## src/rtl/sbf_pkg.sv

```systemverilog
// Package for the shift, bit and flag execution unit: offsets, fields, opcodes and types
// ----------------------------------------------------------------
// What this block does
// - I/O bit clear zeroes one bit of an I/O register, no flags, two cycles.
// - Logical left shift moves bits up, zero into bit 0, sets Z C N V.
// - Logical right shift moves bits down, zero into bit 7, sets Z C N V.
// - Rotate left: old carry into bit 0, bit 7 into carry, Z C N V.
// - Rotate right: old carry into bit 7, bit 0 into carry, Z C N V.
// - Arithmetic right shift: bits 0 to 6 take the bit above, Z C N V.
// - Nibble swap exchanges the two halves, no flag changes, one cycle.
// - Generic flag set writes one into the selected status bit only.
// - Generic flag clear writes zero into the selected status bit only.
// - Bit store copies the selected register bit into T, only T changes.
// - Bit load copies T into the selected register bit, flags unchanged.
// - Dedicated ops set or clear C N Z S V T H one at a time.
// - Global interrupt on and off set or clear status bit I in one cycle.
// - Sleep takes one cycle, no flags, and pulses a sleep request.
// - Watchdog restart takes one cycle, no flags, pulses a restart.
// - Break changes no flags and hands control to the debug logic.
// ----------------------------------------------------------------
package sbf_pkg;

    // ------------------------------------------------------------
    // Register map (byte addresses, one word each)
    // ------------------------------------------------------------
    localparam int         ADDR_W       = 8;
    localparam logic [7:0] OFS_CMD      = 8'h00;
    localparam logic [7:0] OFS_OPERAND  = 8'h04;
    localparam logic [7:0] OFS_STATUS   = 8'h08;
    localparam logic [7:0] OFS_STATE    = 8'h0c;
    localparam logic [7:0] OFS_IO_BASE  = 8'h10;
    localparam int         IO_COUNT     = 4;
    localparam logic [7:0] OFS_IO_LAST  = 8'h1c;

    // ------------------------------------------------------------
    // Command word fields
    // ------------------------------------------------------------
    localparam int CMD_OP_LSB  = 0;
    localparam int OP_W        = 6;
    localparam int CMD_SEL_LSB = 8;
    localparam int SEL_W       = 3;
    localparam int CMD_IO_LSB  = 12;
    localparam int IO_IDX_W    = 2;

    // State register bits
    localparam int ST_BUSY  = 0;
    localparam int ST_DEBUG = 1;
    localparam int ST_BADOP = 2;

    // ------------------------------------------------------------
    // Status register bit positions
    // ------------------------------------------------------------
    localparam int FLAG_C = 0;
    localparam int FLAG_Z = 1;
    localparam int FLAG_N = 2;
    localparam int FLAG_V = 3;
    localparam int FLAG_S = 4;
    localparam int FLAG_H = 5;
    localparam int FLAG_T = 6;
    localparam int FLAG_I = 7;

    // ------------------------------------------------------------
    // Opcodes
    // ------------------------------------------------------------
    localparam logic [5:0] OP_NO_OPERATION = 6'h00;
    localparam logic [5:0] OP_SLEEP        = 6'h01;
    localparam logic [5:0] OP_WATCHDOG     = 6'h02;
    localparam logic [5:0] OP_BREAK        = 6'h03;
    localparam logic [5:0] OP_IO_BIT_CLEAR = 6'h04;
    localparam logic [5:0] OP_SHIFT_FIRST  = 6'h08;
    localparam logic [5:0] OP_SHIFT_LAST   = 6'h0d;
    localparam logic [5:0] OP_FLAG_SET_GEN = 6'h10;
    localparam logic [5:0] OP_FLAG_CLR_GEN = 6'h11;
    localparam logic [5:0] OP_BIT_TO_T     = 6'h12;
    localparam logic [5:0] OP_T_TO_BIT     = 6'h13;
    localparam logic [5:0] OP_FLAG_SET_BASE = 6'h20;
    localparam logic [5:0] OP_FLAG_CLR_BASE = 6'h28;
    localparam logic [5:0] OP_GLOBAL_IRQ_ON  = 6'h27;
    localparam logic [5:0] OP_GLOBAL_IRQ_OFF = 6'h2f;

    // Shift unit kinds: low three opcode bits of 6'h08..6'h0d
    localparam logic [2:0] SH_LEFT_LOGICAL  = 3'h0;
    localparam logic [2:0] SH_RIGHT_LOGICAL = 3'h1;
    localparam logic [2:0] SH_ROTATE_LEFT   = 3'h2;
    localparam logic [2:0] SH_ROTATE_RIGHT  = 3'h3;
    localparam logic [2:0] SH_RIGHT_ARITH   = 3'h4;
    localparam logic [2:0] SH_NIBBLE_SWAP   = 3'h5;

    // Reset values
    localparam logic [7:0] RST_OPERAND = 8'h00;
    localparam logic [7:0] RST_STATUS  = 8'h00;
    localparam logic [7:0] RST_IO      = 8'h00;

    typedef enum logic [1:0] {
        SBF_IDLE,
        SBF_IOCLR,
        SBF_DEBUG
    } sbf_state_t;

endpackage : sbf_pkg

```

## src/rtl/sbf_shift_unit.sv

```systemverilog
// Combinational shifter for the shift, rotate and nibble swap operations
`timescale 1ns/1ns
`default_nettype none
module sbf_shift_unit (
    input  wire logic [2:0] kind,    // Shift kind
    input  wire logic [7:0] din,     // Register value
    input  wire logic       cin,     // Old carry
    output logic      [7:0] dout,    // Shifted value
    output logic            cout,    // New carry
    output logic            zOut,    // Result is zero
    output logic            nOut,    // Result bit 7
    output logic            vOut     // N xor C
);
    always_comb begin
        dout = din;
        cout = cin;
        unique case (kind)
            sbf_pkg::SH_LEFT_LOGICAL: begin
                dout = {din[6:0], 1'b0};
                cout = din[7];
            end
            sbf_pkg::SH_RIGHT_LOGICAL: begin
                dout = {1'b0, din[7:1]};
                cout = din[0];
            end
            sbf_pkg::SH_ROTATE_LEFT: begin
                dout = {din[6:0], cin};
                cout = din[7];
            end
            sbf_pkg::SH_ROTATE_RIGHT: begin
                dout = {cin, din[7:1]};
                cout = din[0];
            end
            sbf_pkg::SH_RIGHT_ARITH: begin
                dout = {din[7], din[7:1]};
                cout = din[0];
            end
            sbf_pkg::SH_NIBBLE_SWAP: begin
                dout = {din[3:0], din[7:4]};
            end
            default: begin
                dout = din;
            end
        endcase
        zOut = (dout == 8'h00);
        nOut = dout[7];
        vOut = dout[7] ^ cout;
    end
endmodule : sbf_shift_unit
`default_nettype wire

```

## src/rtl/sbf_bit_unit.sv

```systemverilog
// Single-bit replace and pick on a byte
`timescale 1ns/1ns
`default_nettype none
module sbf_bit_unit #(
    parameter int WIDTH = 8
) (
    input  wire logic [WIDTH-1:0]         din,     // Source value
    input  wire logic [$clog2(WIDTH)-1:0] sel,     // Bit index
    input  wire logic                     bitVal,  // Value to place
    output logic      [WIDTH-1:0]         dout,    // Source with bit replaced
    output logic                          bitOut   // Selected source bit
);
    always_comb begin
        dout      = din;
        dout[sel] = bitVal;
        bitOut    = din[sel];
    end
endmodule : sbf_bit_unit
`default_nettype wire

```

## src/rtl/sbf_exec_unit.sv

```systemverilog
// Shift, bit-transfer and flag execution unit with APB register access
`timescale 1ns/1ns
`default_nettype none
module sbf_exec_unit (
    input  wire logic        clk,          // Core clock, 50 MHz
    input  wire logic        rstn,         // Asynchronous reset, active low
    input  wire logic        psel,         // APB select
    input  wire logic        penable,      // APB enable
    input  wire logic        pwrite,       // APB write
    input  wire logic [7:0]  paddr,        // APB byte address
    input  wire logic [31:0] pwdata,       // APB write data
    output logic      [31:0] prdata,       // APB read data
    output logic             pready,       // APB ready
    output logic             pslverr,      // APB error, unmapped address
    input  wire logic        debugResume,  // Debug logic returns control
    output logic             sleepReq,     // Sleep request pulse
    output logic             wdtRestart,   // Watchdog restart pulse
    output logic             debugHalt,    // Core handed to debug logic
    output logic             globalIrqEn   // Interrupt enable bit of status
);
    // ------------------------------------------------------------
    // State
    // ------------------------------------------------------------
    typedef struct packed {
        sbf_pkg::sbf_state_t                             state;
        logic [7:0]                                      operand;
        logic [7:0]                                      status;
        logic [sbf_pkg::IO_COUNT-1:0][7:0]               io;
        logic [sbf_pkg::IO_IDX_W-1:0]                    ioIdx;
        logic [sbf_pkg::SEL_W-1:0]                       ioBit;
        logic                                            sleepReq;
        logic                                            wdtRestart;
        logic                                            badOp;
    } sbf_regs_t;

    sbf_regs_t s_q;
    sbf_regs_t s_d;

    logic                          busy;
    logic                          access;
    logic                          wrTake;
    logic                          cmdTake;
    logic                          ioHit;
    logic                          mapped;
    logic [sbf_pkg::IO_IDX_W-1:0]  ioAddrIdx;
    logic [5:0]                    op;
    logic [2:0]                    cmdSel;
    logic [7:0]                    shOut;
    logic                          shC;
    logic                          shZ;
    logic                          shN;
    logic                          shV;
    logic [7:0]                    ioCleared;
    logic [2:0]                    flagSel;
    logic                          flagVal;
    logic [7:0]                    statusNew;
    logic [7:0]                    operandNew;
    logic                          operandBit;
    logic                          isShift;
    logic                          isDedicated;

    // ------------------------------------------------------------
    // APB slave
    // ------------------------------------------------------------
    // Every access stalls while an instruction is still executing, which
    // keeps software writes from racing the datapath.
    assign busy      = (s_q.state != sbf_pkg::SBF_IDLE);
    assign pready    = !busy;
    assign access    = psel && penable && pready;
    assign wrTake    = access && pwrite;
    assign cmdTake   = wrTake && (paddr == sbf_pkg::OFS_CMD);
    assign ioHit     = (paddr >= sbf_pkg::OFS_IO_BASE) && (paddr <= sbf_pkg::OFS_IO_LAST)
                       && (paddr[1:0] == 2'h0);
    assign ioAddrIdx = paddr[2 +: sbf_pkg::IO_IDX_W];
    assign mapped    = ioHit || (paddr == sbf_pkg::OFS_CMD) || (paddr == sbf_pkg::OFS_OPERAND)
                       || (paddr == sbf_pkg::OFS_STATUS) || (paddr == sbf_pkg::OFS_STATE);
    assign pslverr   = access && !mapped;

    always_comb begin
        prdata = 32'h0000_0000;
        if (paddr == sbf_pkg::OFS_OPERAND) begin
            prdata[7:0] = s_q.operand;
        end else if (paddr == sbf_pkg::OFS_STATUS) begin
            prdata[7:0] = s_q.status;
        end else if (paddr == sbf_pkg::OFS_STATE) begin
            prdata[sbf_pkg::ST_BUSY]  = busy;
            prdata[sbf_pkg::ST_DEBUG] = (s_q.state == sbf_pkg::SBF_DEBUG);
            prdata[sbf_pkg::ST_BADOP] = s_q.badOp;
        end else if (ioHit) begin
            prdata[7:0] = s_q.io[ioAddrIdx];
        end
    end

    // ------------------------------------------------------------
    // Datapath
    // ------------------------------------------------------------
    assign op          = pwdata[sbf_pkg::CMD_OP_LSB +: sbf_pkg::OP_W];
    assign cmdSel      = pwdata[sbf_pkg::CMD_SEL_LSB +: sbf_pkg::SEL_W];
    assign isShift     = (op >= sbf_pkg::OP_SHIFT_FIRST) && (op <= sbf_pkg::OP_SHIFT_LAST);
    assign isDedicated = (op[5:4] == 2'h2);
    // Dedicated ops carry the flag index in the low bits, bit 3 picks clear
    assign flagSel     = isDedicated ? op[2:0] : cmdSel;
    assign flagVal     = isDedicated ? !op[3] : (op == sbf_pkg::OP_FLAG_SET_GEN);

    sbf_shift_unit u_shift (
        .kind (op[2:0]),
        .din  (s_q.operand),
        .cin  (s_q.status[sbf_pkg::FLAG_C]),
        .dout (shOut),
        .cout (shC),
        .zOut (shZ),
        .nOut (shN),
        .vOut (shV)
    );

    sbf_bit_unit #(.WIDTH(8)) u_io_bit (
        .din    (s_q.io[s_q.ioIdx]),
        .sel    (s_q.ioBit),
        .bitVal (1'b0),
        .dout   (ioCleared),
        .bitOut ()
    );

    sbf_bit_unit #(.WIDTH(8)) u_flag_bit (
        .din    (s_q.status),
        .sel    (flagSel),
        .bitVal (flagVal),
        .dout   (statusNew),
        .bitOut ()
    );

    sbf_bit_unit #(.WIDTH(8)) u_reg_bit (
        .din    (s_q.operand),
        .sel    (cmdSel),
        .bitVal (s_q.status[sbf_pkg::FLAG_T]),
        .dout   (operandNew),
        .bitOut (operandBit)
    );

    // ------------------------------------------------------------
    // Next state
    // ------------------------------------------------------------
    always_comb begin
        s_d            = s_q;
        s_d.sleepReq   = 1'b0;
        s_d.wdtRestart = 1'b0;
        unique case (s_q.state)
            sbf_pkg::SBF_IDLE: begin
                if (wrTake && (paddr == sbf_pkg::OFS_OPERAND)) begin
                    s_d.operand = pwdata[7:0];
                end
                if (wrTake && (paddr == sbf_pkg::OFS_STATUS)) begin
                    s_d.status = pwdata[7:0];
                end
                if (wrTake && ioHit) begin
                    s_d.io[ioAddrIdx] = pwdata[7:0];
                end
                // Writing the state word clears the bad opcode mark
                if (wrTake && (paddr == sbf_pkg::OFS_STATE)) begin
                    s_d.badOp = 1'b0;
                end
                if (cmdTake) begin
                    if (isShift) begin
                        s_d.operand = shOut;
                        if (op[2:0] != sbf_pkg::SH_NIBBLE_SWAP) begin
                            s_d.status[sbf_pkg::FLAG_C] = shC;
                            s_d.status[sbf_pkg::FLAG_Z] = shZ;
                            s_d.status[sbf_pkg::FLAG_N] = shN;
                            s_d.status[sbf_pkg::FLAG_V] = shV;
                        end
                    end else if (isDedicated || (op == sbf_pkg::OP_FLAG_SET_GEN)
                                 || (op == sbf_pkg::OP_FLAG_CLR_GEN)) begin
                        s_d.status = statusNew;
                    end else if (op == sbf_pkg::OP_BIT_TO_T) begin
                        s_d.status[sbf_pkg::FLAG_T] = operandBit;
                    end else if (op == sbf_pkg::OP_T_TO_BIT) begin
                        s_d.operand = operandNew;
                    end else if (op == sbf_pkg::OP_IO_BIT_CLEAR) begin
                        s_d.ioIdx = pwdata[sbf_pkg::CMD_IO_LSB +: sbf_pkg::IO_IDX_W];
                        s_d.ioBit = cmdSel;
                        s_d.state = sbf_pkg::SBF_IOCLR;
                    end else if (op == sbf_pkg::OP_SLEEP) begin
                        s_d.sleepReq = 1'b1;
                    end else if (op == sbf_pkg::OP_WATCHDOG) begin
                        s_d.wdtRestart = 1'b1;
                    end else if (op == sbf_pkg::OP_BREAK) begin
                        s_d.state = sbf_pkg::SBF_DEBUG;
                    end else if (op != sbf_pkg::OP_NO_OPERATION) begin
                        s_d.badOp = 1'b1;
                    end
                end
            end
            sbf_pkg::SBF_IOCLR: begin
                // Second cycle writes the cleared byte back
                s_d.io[s_q.ioIdx] = ioCleared;
                s_d.state         = sbf_pkg::SBF_IDLE;
            end
            sbf_pkg::SBF_DEBUG: begin
                if (debugResume) begin
                    s_d.state = sbf_pkg::SBF_IDLE;
                end
            end
            default: begin
                s_d.state = sbf_pkg::SBF_IDLE;
            end
        endcase
    end

    always_ff @(posedge clk or negedge rstn) begin
        if (!rstn) begin
            s_q.state      <= sbf_pkg::SBF_IDLE;
            s_q.operand    <= sbf_pkg::RST_OPERAND;
            s_q.status     <= sbf_pkg::RST_STATUS;
            s_q.io         <= {sbf_pkg::IO_COUNT{sbf_pkg::RST_IO}};
            s_q.ioIdx      <= '0;
            s_q.ioBit      <= '0;
            s_q.sleepReq   <= 1'b0;
            s_q.wdtRestart <= 1'b0;
            s_q.badOp      <= 1'b0;
        end else begin
            s_q <= s_d;
        end
    end

    assign sleepReq    = s_q.sleepReq;
    assign wdtRestart  = s_q.wdtRestart;
    assign debugHalt   = (s_q.state == sbf_pkg::SBF_DEBUG);
    assign globalIrqEn = s_q.status[sbf_pkg::FLAG_I];
endmodule : sbf_exec_unit
`default_nettype wire

```

## config.mk

```make
export PLATFORM = sky130hd
export DESIGN_NAME = sbf_exec_unit
export DESIGN_NICKNAME = d
export VERILOG_FILES = /design/src/rtl/sbf_pkg.sv /design/src/rtl/sbf_shift_unit.sv /design/src/rtl/sbf_bit_unit.sv /design/src/rtl/sbf_exec_unit.sv
export SDC_FILE = /design/constraint.sdc
export NUM_CORES = 1
export LEC_CHECK = 0
export BUFFER_PORTS_ARGS = -buffer_cell sky130_fd_sc_hd__buf_4
export CAP_MARGIN = 10
export CORE_AREA = 2 2 102 104
export CTS_BUF_LIST = sky130_fd_sc_hd__clkbuf_8
export CTS_CLUSTER_DIAMETER = 30
export DETAILED_ROUTE_END_ITERATION = 8
export DIE_AREA = 0 0 104 106
export GPL_ROUTABILITY_DRIVEN = 0
export PLACE_DENSITY = 0.74
export REMOVE_ABC_BUFFERS = 1
export SLEW_MARGIN = 30
export SYNTH_ARGS = -nofsm -noshare
export SYNTH_HDL_FRONTEND = slang
export SYNTH_SLANG_ARGS = --single-unit
```

## constraint.sdc

```tcl
create_clock -name clk -period 2.3 [get_ports clk]
set_clock_uncertainty 0.05 [all_clocks]
set_input_delay 0 -clock clk [delete_from_list [all_inputs] [get_ports clk]]
set_output_delay 0 -clock clk [all_outputs]
set_load 0.1 [all_outputs]
```

==> flow_metrics.tcl, run 1 <==
set metrics [dict create \
    outcome "finished, final reports clean" \
    h-tree-depth 3 \
    synth_area_leaders "dfrtp_1, mux4_2, a221o_1, nor2_1, nand2_1" \
    power_per_cell_area_nw_per_um2 452 \
    cts_buffer_depth 2 \
    viasPerCell 6.43 \
    timing.final.crit_share 0.948 \
    irDropWorstVdd_uv 374 \
    arrival_ns 2.36 \
    io_pins 84 \
    dp_hpwl_um 10900 \
    die_h_um 106 \
    routedWlPerCell_um 20.4 \
    antenna_found_initial 0 \
    dr.pass1.iters 8 \
    synth_top_cell_by_area "dfrtp_1" \
    min_period_ns 2.18 \
    grt_max_degree 59 \
    core_area_um2 10000 \
    cts_root_buf "clkbuf_8" \
    rsz0062_at_grt "no" \
    crit_fanout 13 \
    setup-violations-final 0 \
    final_antenna_net_count 0 \
    synth_cells 556 \
    tns_ns 0 \
    grt_pass1_vias 4790 \
    ys_seq_elements 58 \
    hold_viol 0 \
    initial_core_util 0.486 \
    p_leak_nw 2.48 \
    synth_edf_count 0 \
    async_reset_ff_frac 1.00 \
    required_ns 2.48 \
    fill_cells 917 \
    hold_class "primary input to register" \
    post_cts_buffers 0 \
    post-place-cells 727 \
    placed_area_um2 5330 \
    switchingPower_uw 836 \
    area_growth_pct 16.3 \
    drcViolationCount 0 \
    wl_um 15300 \
    rows 37 \
    port-buffer-count 40 \
    switching_share 0.327 \
    pwr-share-comb 0.210 \
    clk_pin_slew_ns 0.07 \
    finalNetCount 660 \
    synth_ff_type "dfrtp_1" \
    via_count 4843 \
    maxCapViolCount 0 \
    relSlewSlack 0.368 \
    die_area_um2 11000 \
    max_freq_mhz 459 \
    grt.total_usage 0.284 \
    clkLatencyLatePin_ns 0.35 \
    layout_common_cells "buf_4, nor2_1, dfrtp_1" \
    crit_type "register to register" \
    yosys_warnings 0 \
    drv_slew 0 \
    end_kind "register" \
    p_seq_frac 0.410 \
    cp-start-kind "register" \
    fin_cells 753 \
    final_area_um2 5660 \
    drt-initial-drc-count 457 \
    cts.sinks 58 \
    layout_commonest_cell "buf_4" \
    cts_tree "done" \
    worst_slew_pin_slew_ns 0.948 \
    p_int_mw 1.72 \
    synth.top_cell.area_share 0.298 \
    ys_seq_area_frac 0.298 \
    cts_buffers 9 \
    grt_overflow 0 \
    clkPwrFrac 0.379 \
    synth.distinct_cells 67 \
    diodes 0 \
    avgSynthCellArea_um2 8.75 \
    drive_gt1_frac 0.246 \
    synth_area_um2 4860 \
    die_w_um 104 \
    grt_pass1_wl_um 24900 \
]
cell families after synthesis:
family	Yosys count	synth area share
xor+xnor	1	0.00180
mux	46	0.140
compound gates	165	0.245
flops	58	0.298
simple gates	205	0.223
buf+inv	80	0.0903
other cells	1	0.000771
area by class of cell:
cell class	instances	area, um2	area share
Inverter	11	41.3	0.00730
Tap cell	136	170	0.0301
Clock inverter	3	40.0	0.00707
Timing Repair Buffer	93	732	0.129
Sequential cell	58	1450	0.256
Multi-Input combinational cell	441	3070	0.543
Clock buffer	11	151	0.0268
power by group through the flow:
stage / Sequential, mW / Combinational [mW] / Clock, mW
global placement: 1.07 / 0.506 / 0
floorplan: 1.07 / 0.322 / 0
detailed placement: 1.07 / 0.511 / 0
CTS: 1.05 / 0.529 / 0.979
global route: 1.05 / 0.570 / 1.02
finish: 1.05 / 0.538 / 0.971
synthesized netlist by cell type, drive strengths merged (9+ instances only):
cell type / number
a221o: 34
o22ai: 13
nor2b: 11
nor2: 68
nand3: 14
mux2: 18
buf: 44
o21ai: 33
clkbuf: 25
inv: 11
nand2: 55
mux2i: 12
a21oi: 25
a31oi: 9
mux4: 16
nand2b: 13
dfrtp: 58
worst paths after layout:
check                                          from                   to  slack, ns  depth (start not counted)
worst max-delay path            s_q[57]$_DFFE_PN0P_  s_q[51]$_DFFE_PN0P_       0.12                          7
worst min-delay path                      pwdata[4]  s_q[36]$_DFFE_PN0P_       0.03                          2
min in group asynchronous                      rstn   s_q[6]$_DFFE_PN0P_       0.20                          2
worst min register to register   s_q[0]$_DFFE_PN0P_   s_q[0]$_DFFE_PN0P_       0.48                          2
worst max register to register  s_q[57]$_DFFE_PN0P_  s_q[51]$_DFFE_PN0P_       0.12                          7
max in group asynchronous                      rstn  s_q[30]$_DFFE_PN0P_       1.49                          2
state kept, by name, indices dropped and copies added (netlist names):
signal	cells
globalIrqEn	1
s_q	55
wdtRestart	1
sleepReq	1
per-layer routing:
| layer | up-vias | wire length, um | global-route usage |
|---|---|---|---|
| met5 | - | 0 | 0 |
| met3 | 64 | 1430 | 0.0546 |
| met2 | 322 | 7280 | 0.464 |
| met1 | 2307 | 5970 | 0.364 |
| li1 | 2150 | - | - |
| met4 | 0 | 658 | 0.139 |
per-stage QoR:
| stage | setup slack (ns) | power, mW | utilization | hold slack [ns] |
|---|---|---|---|---|
| 2_1_floorplan | -2.08 | 1.39 | - | -0.346 |
| 3_3_place_gp | 0.0842 | 1.57 | 0.533 | 0.0613 |
| 3_5_place_dp | 0.0423 | 1.58 | 0.533 | 0.0695 |
| 4_1_cts | 0.0219 | 2.56 | 0.564 | 0.0157 |
| 5_1_grt | 0.00410 | 2.64 | 0.566 | 0.0414 |
| 6_report | 0.121 | 2.56 | 0.566 | 0.0315 |
critical path, stage by stage, from the launching register on:
cell and delay [ns]:
dfrtp_1 0.38, nand4bb_2 0.33, nor4_4 0.42, buf_4 0.26, nand2_1 0.10, o21ai_1 0.21, o221ai_1 0.15, o2bb2ai_1 0.16
timing repair:
action / in CTS / in global routing
hold buffers: 12 / 0
resized for setup: 0 / 7
setup endpoints to repair: 0 / 8
hold endpoints to repair: 78 / 0
Power figures use the tool's default switching activity.
==> run 2, diff against run 1 <==
--- a/config.mk
+++ b/config.mk
@@ -15,6 +15,7 @@
 export GPL_ROUTABILITY_DRIVEN = 0
 export PLACE_DENSITY = 0.74
 export REMOVE_ABC_BUFFERS = 1
+export SETUP_SLACK_MARGIN = 0.4
 export SLEW_MARGIN = 30
 export SYNTH_ARGS = -nofsm -noshare
 export SYNTH_HDL_FRONTEND = slang
==> run 2 against run 1 <==
Against the previous run:
- critical endpoint is now s_q[43]$_DFFE_PN0P_
- global-route usage up 1.3 points
- register-to-register slack better by 0.14 ns
- critical path type unchanged
- utilization up 4.3 points
- final area up 7.5%
- sequential cell count unchanged
==> flow_metrics.tcl, run 2 (synthesis results as in run 1) <==
set metrics [dict create \
    core_area_um2 10000 \
    r2r_cells 6 \
    fill_cells 847 \
    pre_cts_slack_ns 0.0423 \
    initial_core_util 0.486 \
    grt_pass1_wl_um 26000 \
    die_h_um 106 \
    rrSetupSlack_ns 0.26 \
    routedWlPerCell_um 21.3 \
    holdPathEnd "s_q[19]$_DFFE_PN0P_" \
    dr.pass1.iters 5 \
    drv_slew 0 \
    hold_class "primary input to register" \
    arrival_ns 2.24 \
    die_w_um 104 \
    cp-start-kind "register" \
    irDropWorstVdd_uv 376 \
    layout_commonest_cell "buf_4" \
    grt.total_usage 0.298 \
    placed_area_um2 5330 \
    layout_common_cells "buf_4, nor2_1, dfrtp_1" \
    drcViolationCount 0 \
    min_period_ns 2.04 \
    relSlewSlack 0.489 \
    h-tree-depth 3 \
    cts_root_buf "clkbuf_8" \
    io_pins 84 \
    outcome "finished, final reports clean" \
    max_freq_mhz 490 \
    diodes 0 \
    clkLatencyLatePin_ns 0.36 \
    final_antenna_net_count 0 \
    r2r-start "s_q[56]$_DFFE_PN0P_" \
    cts_buffer_depth 2 \
    port-buffer-count 40 \
    worst_slew_pin_slew_ns 0.766 \
    top_register "s_q" \
    viasPerCell 6.58 \
    area_growth_pct 25.1 \
    end_kind "register" \
    r2r-end "s_q[43]$_DFFE_PN0P_" \
    cts_buffers 9 \
    grt_overflow 0 \
    dp_hpwl_um 10900 \
    hold_viol 0 \
    clk_pin_slew_ns 0.08 \
    worstHoldPathCells 2 \
    utilization 0.608 \
    timing.final.crit_share 0.887 \
    crit_chain "nand4bb_4 > or4_4 > mux2i_1 > a21o_2 > o221ai_2 > mux2_2" \
    power_per_cell_area_nw_per_um2 426 \
    grt_max_degree 59 \
    finalNetCount 682 \
    grt_pass1_vias 4982 \
    die_area_um2 11000 \
    cp_num_buf_inv 0 \
    cts.sinks 58 \
    cts_tree "done" \
    critPathTopFamily "simple AND/OR/NAND/NOR gates" \
    required_ns 2.50 \
    via_count 5096 \
    drt-initial-drc-count 482 \
    setup-violations-final 0 \
    rows 37 \
    largest_register_ffs 55 \
    slowest_delay_ns 0.53 \
    hp-start "pwdata[3]" \
    wl_um 16500 \
    crit_type "register to register" \
    antenna_found_initial 0 \
    maxCapViolCount 0 \
    p_leak_nw 2.65 \
    drive_gt1_frac 0.321 \
    whs_ns 0.0287 \
    rsz0062_at_grt "yes" \
    finalWorstSetupSlack_ns 0.259 \
    crit_fanout 5 \
    final_area_um2 6080 \
    crit_slowest_cell "or4_4" \
]
==> run 2: cell types whose count changed in the layout (fill, tap and decap cells not counted), sizes merged <==
| cell | previous run | this run |
|---|---|---|
| dlygate4sd3 | 12 | 13 |
| clkbuf | 11 | 12 |
| buf | 81 | 101 |
==> run 2: final cells by class <==
| cell class | instances | area (um2) | share of cell area |
|---|---|---|---|
| Clock buffer | 11 | 151 | 0.0249 |
| Clock inverter | 3 | 40.0 | 0.00658 |
| Inverter | 11 | 41.3 | 0.00679 |
| Multi-Input combinational cell | 441 | 3240 | 0.533 |
| Sequential cell | 58 | 1460 | 0.240 |
| Tap cell | 136 | 170 | 0.0280 |
| Timing Repair Buffer | 115 | 981 | 0.161 |
==> run 2: report_power, final <==
part	switching, mW	internal, mW	leakage, nW
sequential	0.0144	1.04	0.799
combinational	0.413	0.154	1.75
clock	0.434	0.544	0.101
==> run 2: worst max path at each step <==
stage	startpoint	endpoint	slack, ns	depth (start not counted)
4_1_cts	s_q[57]$_DFFE_PN0P_	s_q[43]$_DFFE_PN0P_	0.26	6
5_1_grt	s_q[56]$_DFFE_PN0P_	s_q[43]$_DFFE_PN0P_	0.18	7
6_report	s_q[56]$_DFFE_PN0P_	s_q[43]$_DFFE_PN0P_	0.26	6
3_5_place_dp	s_q[57]$_DFFE_PN0P_	s_q[42]$_DFFE_PN0P_	0.04	6
3_3_place_gp	s_q[57]$_DFFE_PN0P_	s_q[42]$_DFFE_PN0P_	0.08	6
2_1_floorplan	s_q[56]$_DFFE_PN0P_	prdata[1]	-2.08	4
==> run 2: timing repair <==
action                                 4_1_cts  5_1_grt
hold buffers                                13        0
resized for setup                           33       37
pin swaps                                   11       22
buffers inserted                            14        7
setup endpoints to repair                   60       65
endpoints found under the hold margin       78        0
==> run 2: stage by stage <==
step | std cells | setup TNS, ns | total power [mW]
floorplan | 510 | -3.47 | 1.39
global placement | 727 | 0 | 1.57
detailed placement | 727 | 0 | 1.58
CTS | 768 | 0 | 2.57
global route | 775 | 0 | 2.67
finish | 775 | 0 | 2.59
==> run 2: layer usage <==
| layer | vias up | routed length [um] | global-route usage |
|---|---|---|---|
| met5 | - | 0 | 0 |
| met4 | 0 | 759 | 0.155 |
| met3 | 75 | 1580 | 0.0650 |
| met2 | 359 | 7910 | 0.484 |
| met1 | 2458 | 6220 | 0.373 |
| li1 | 2204 | - | - |
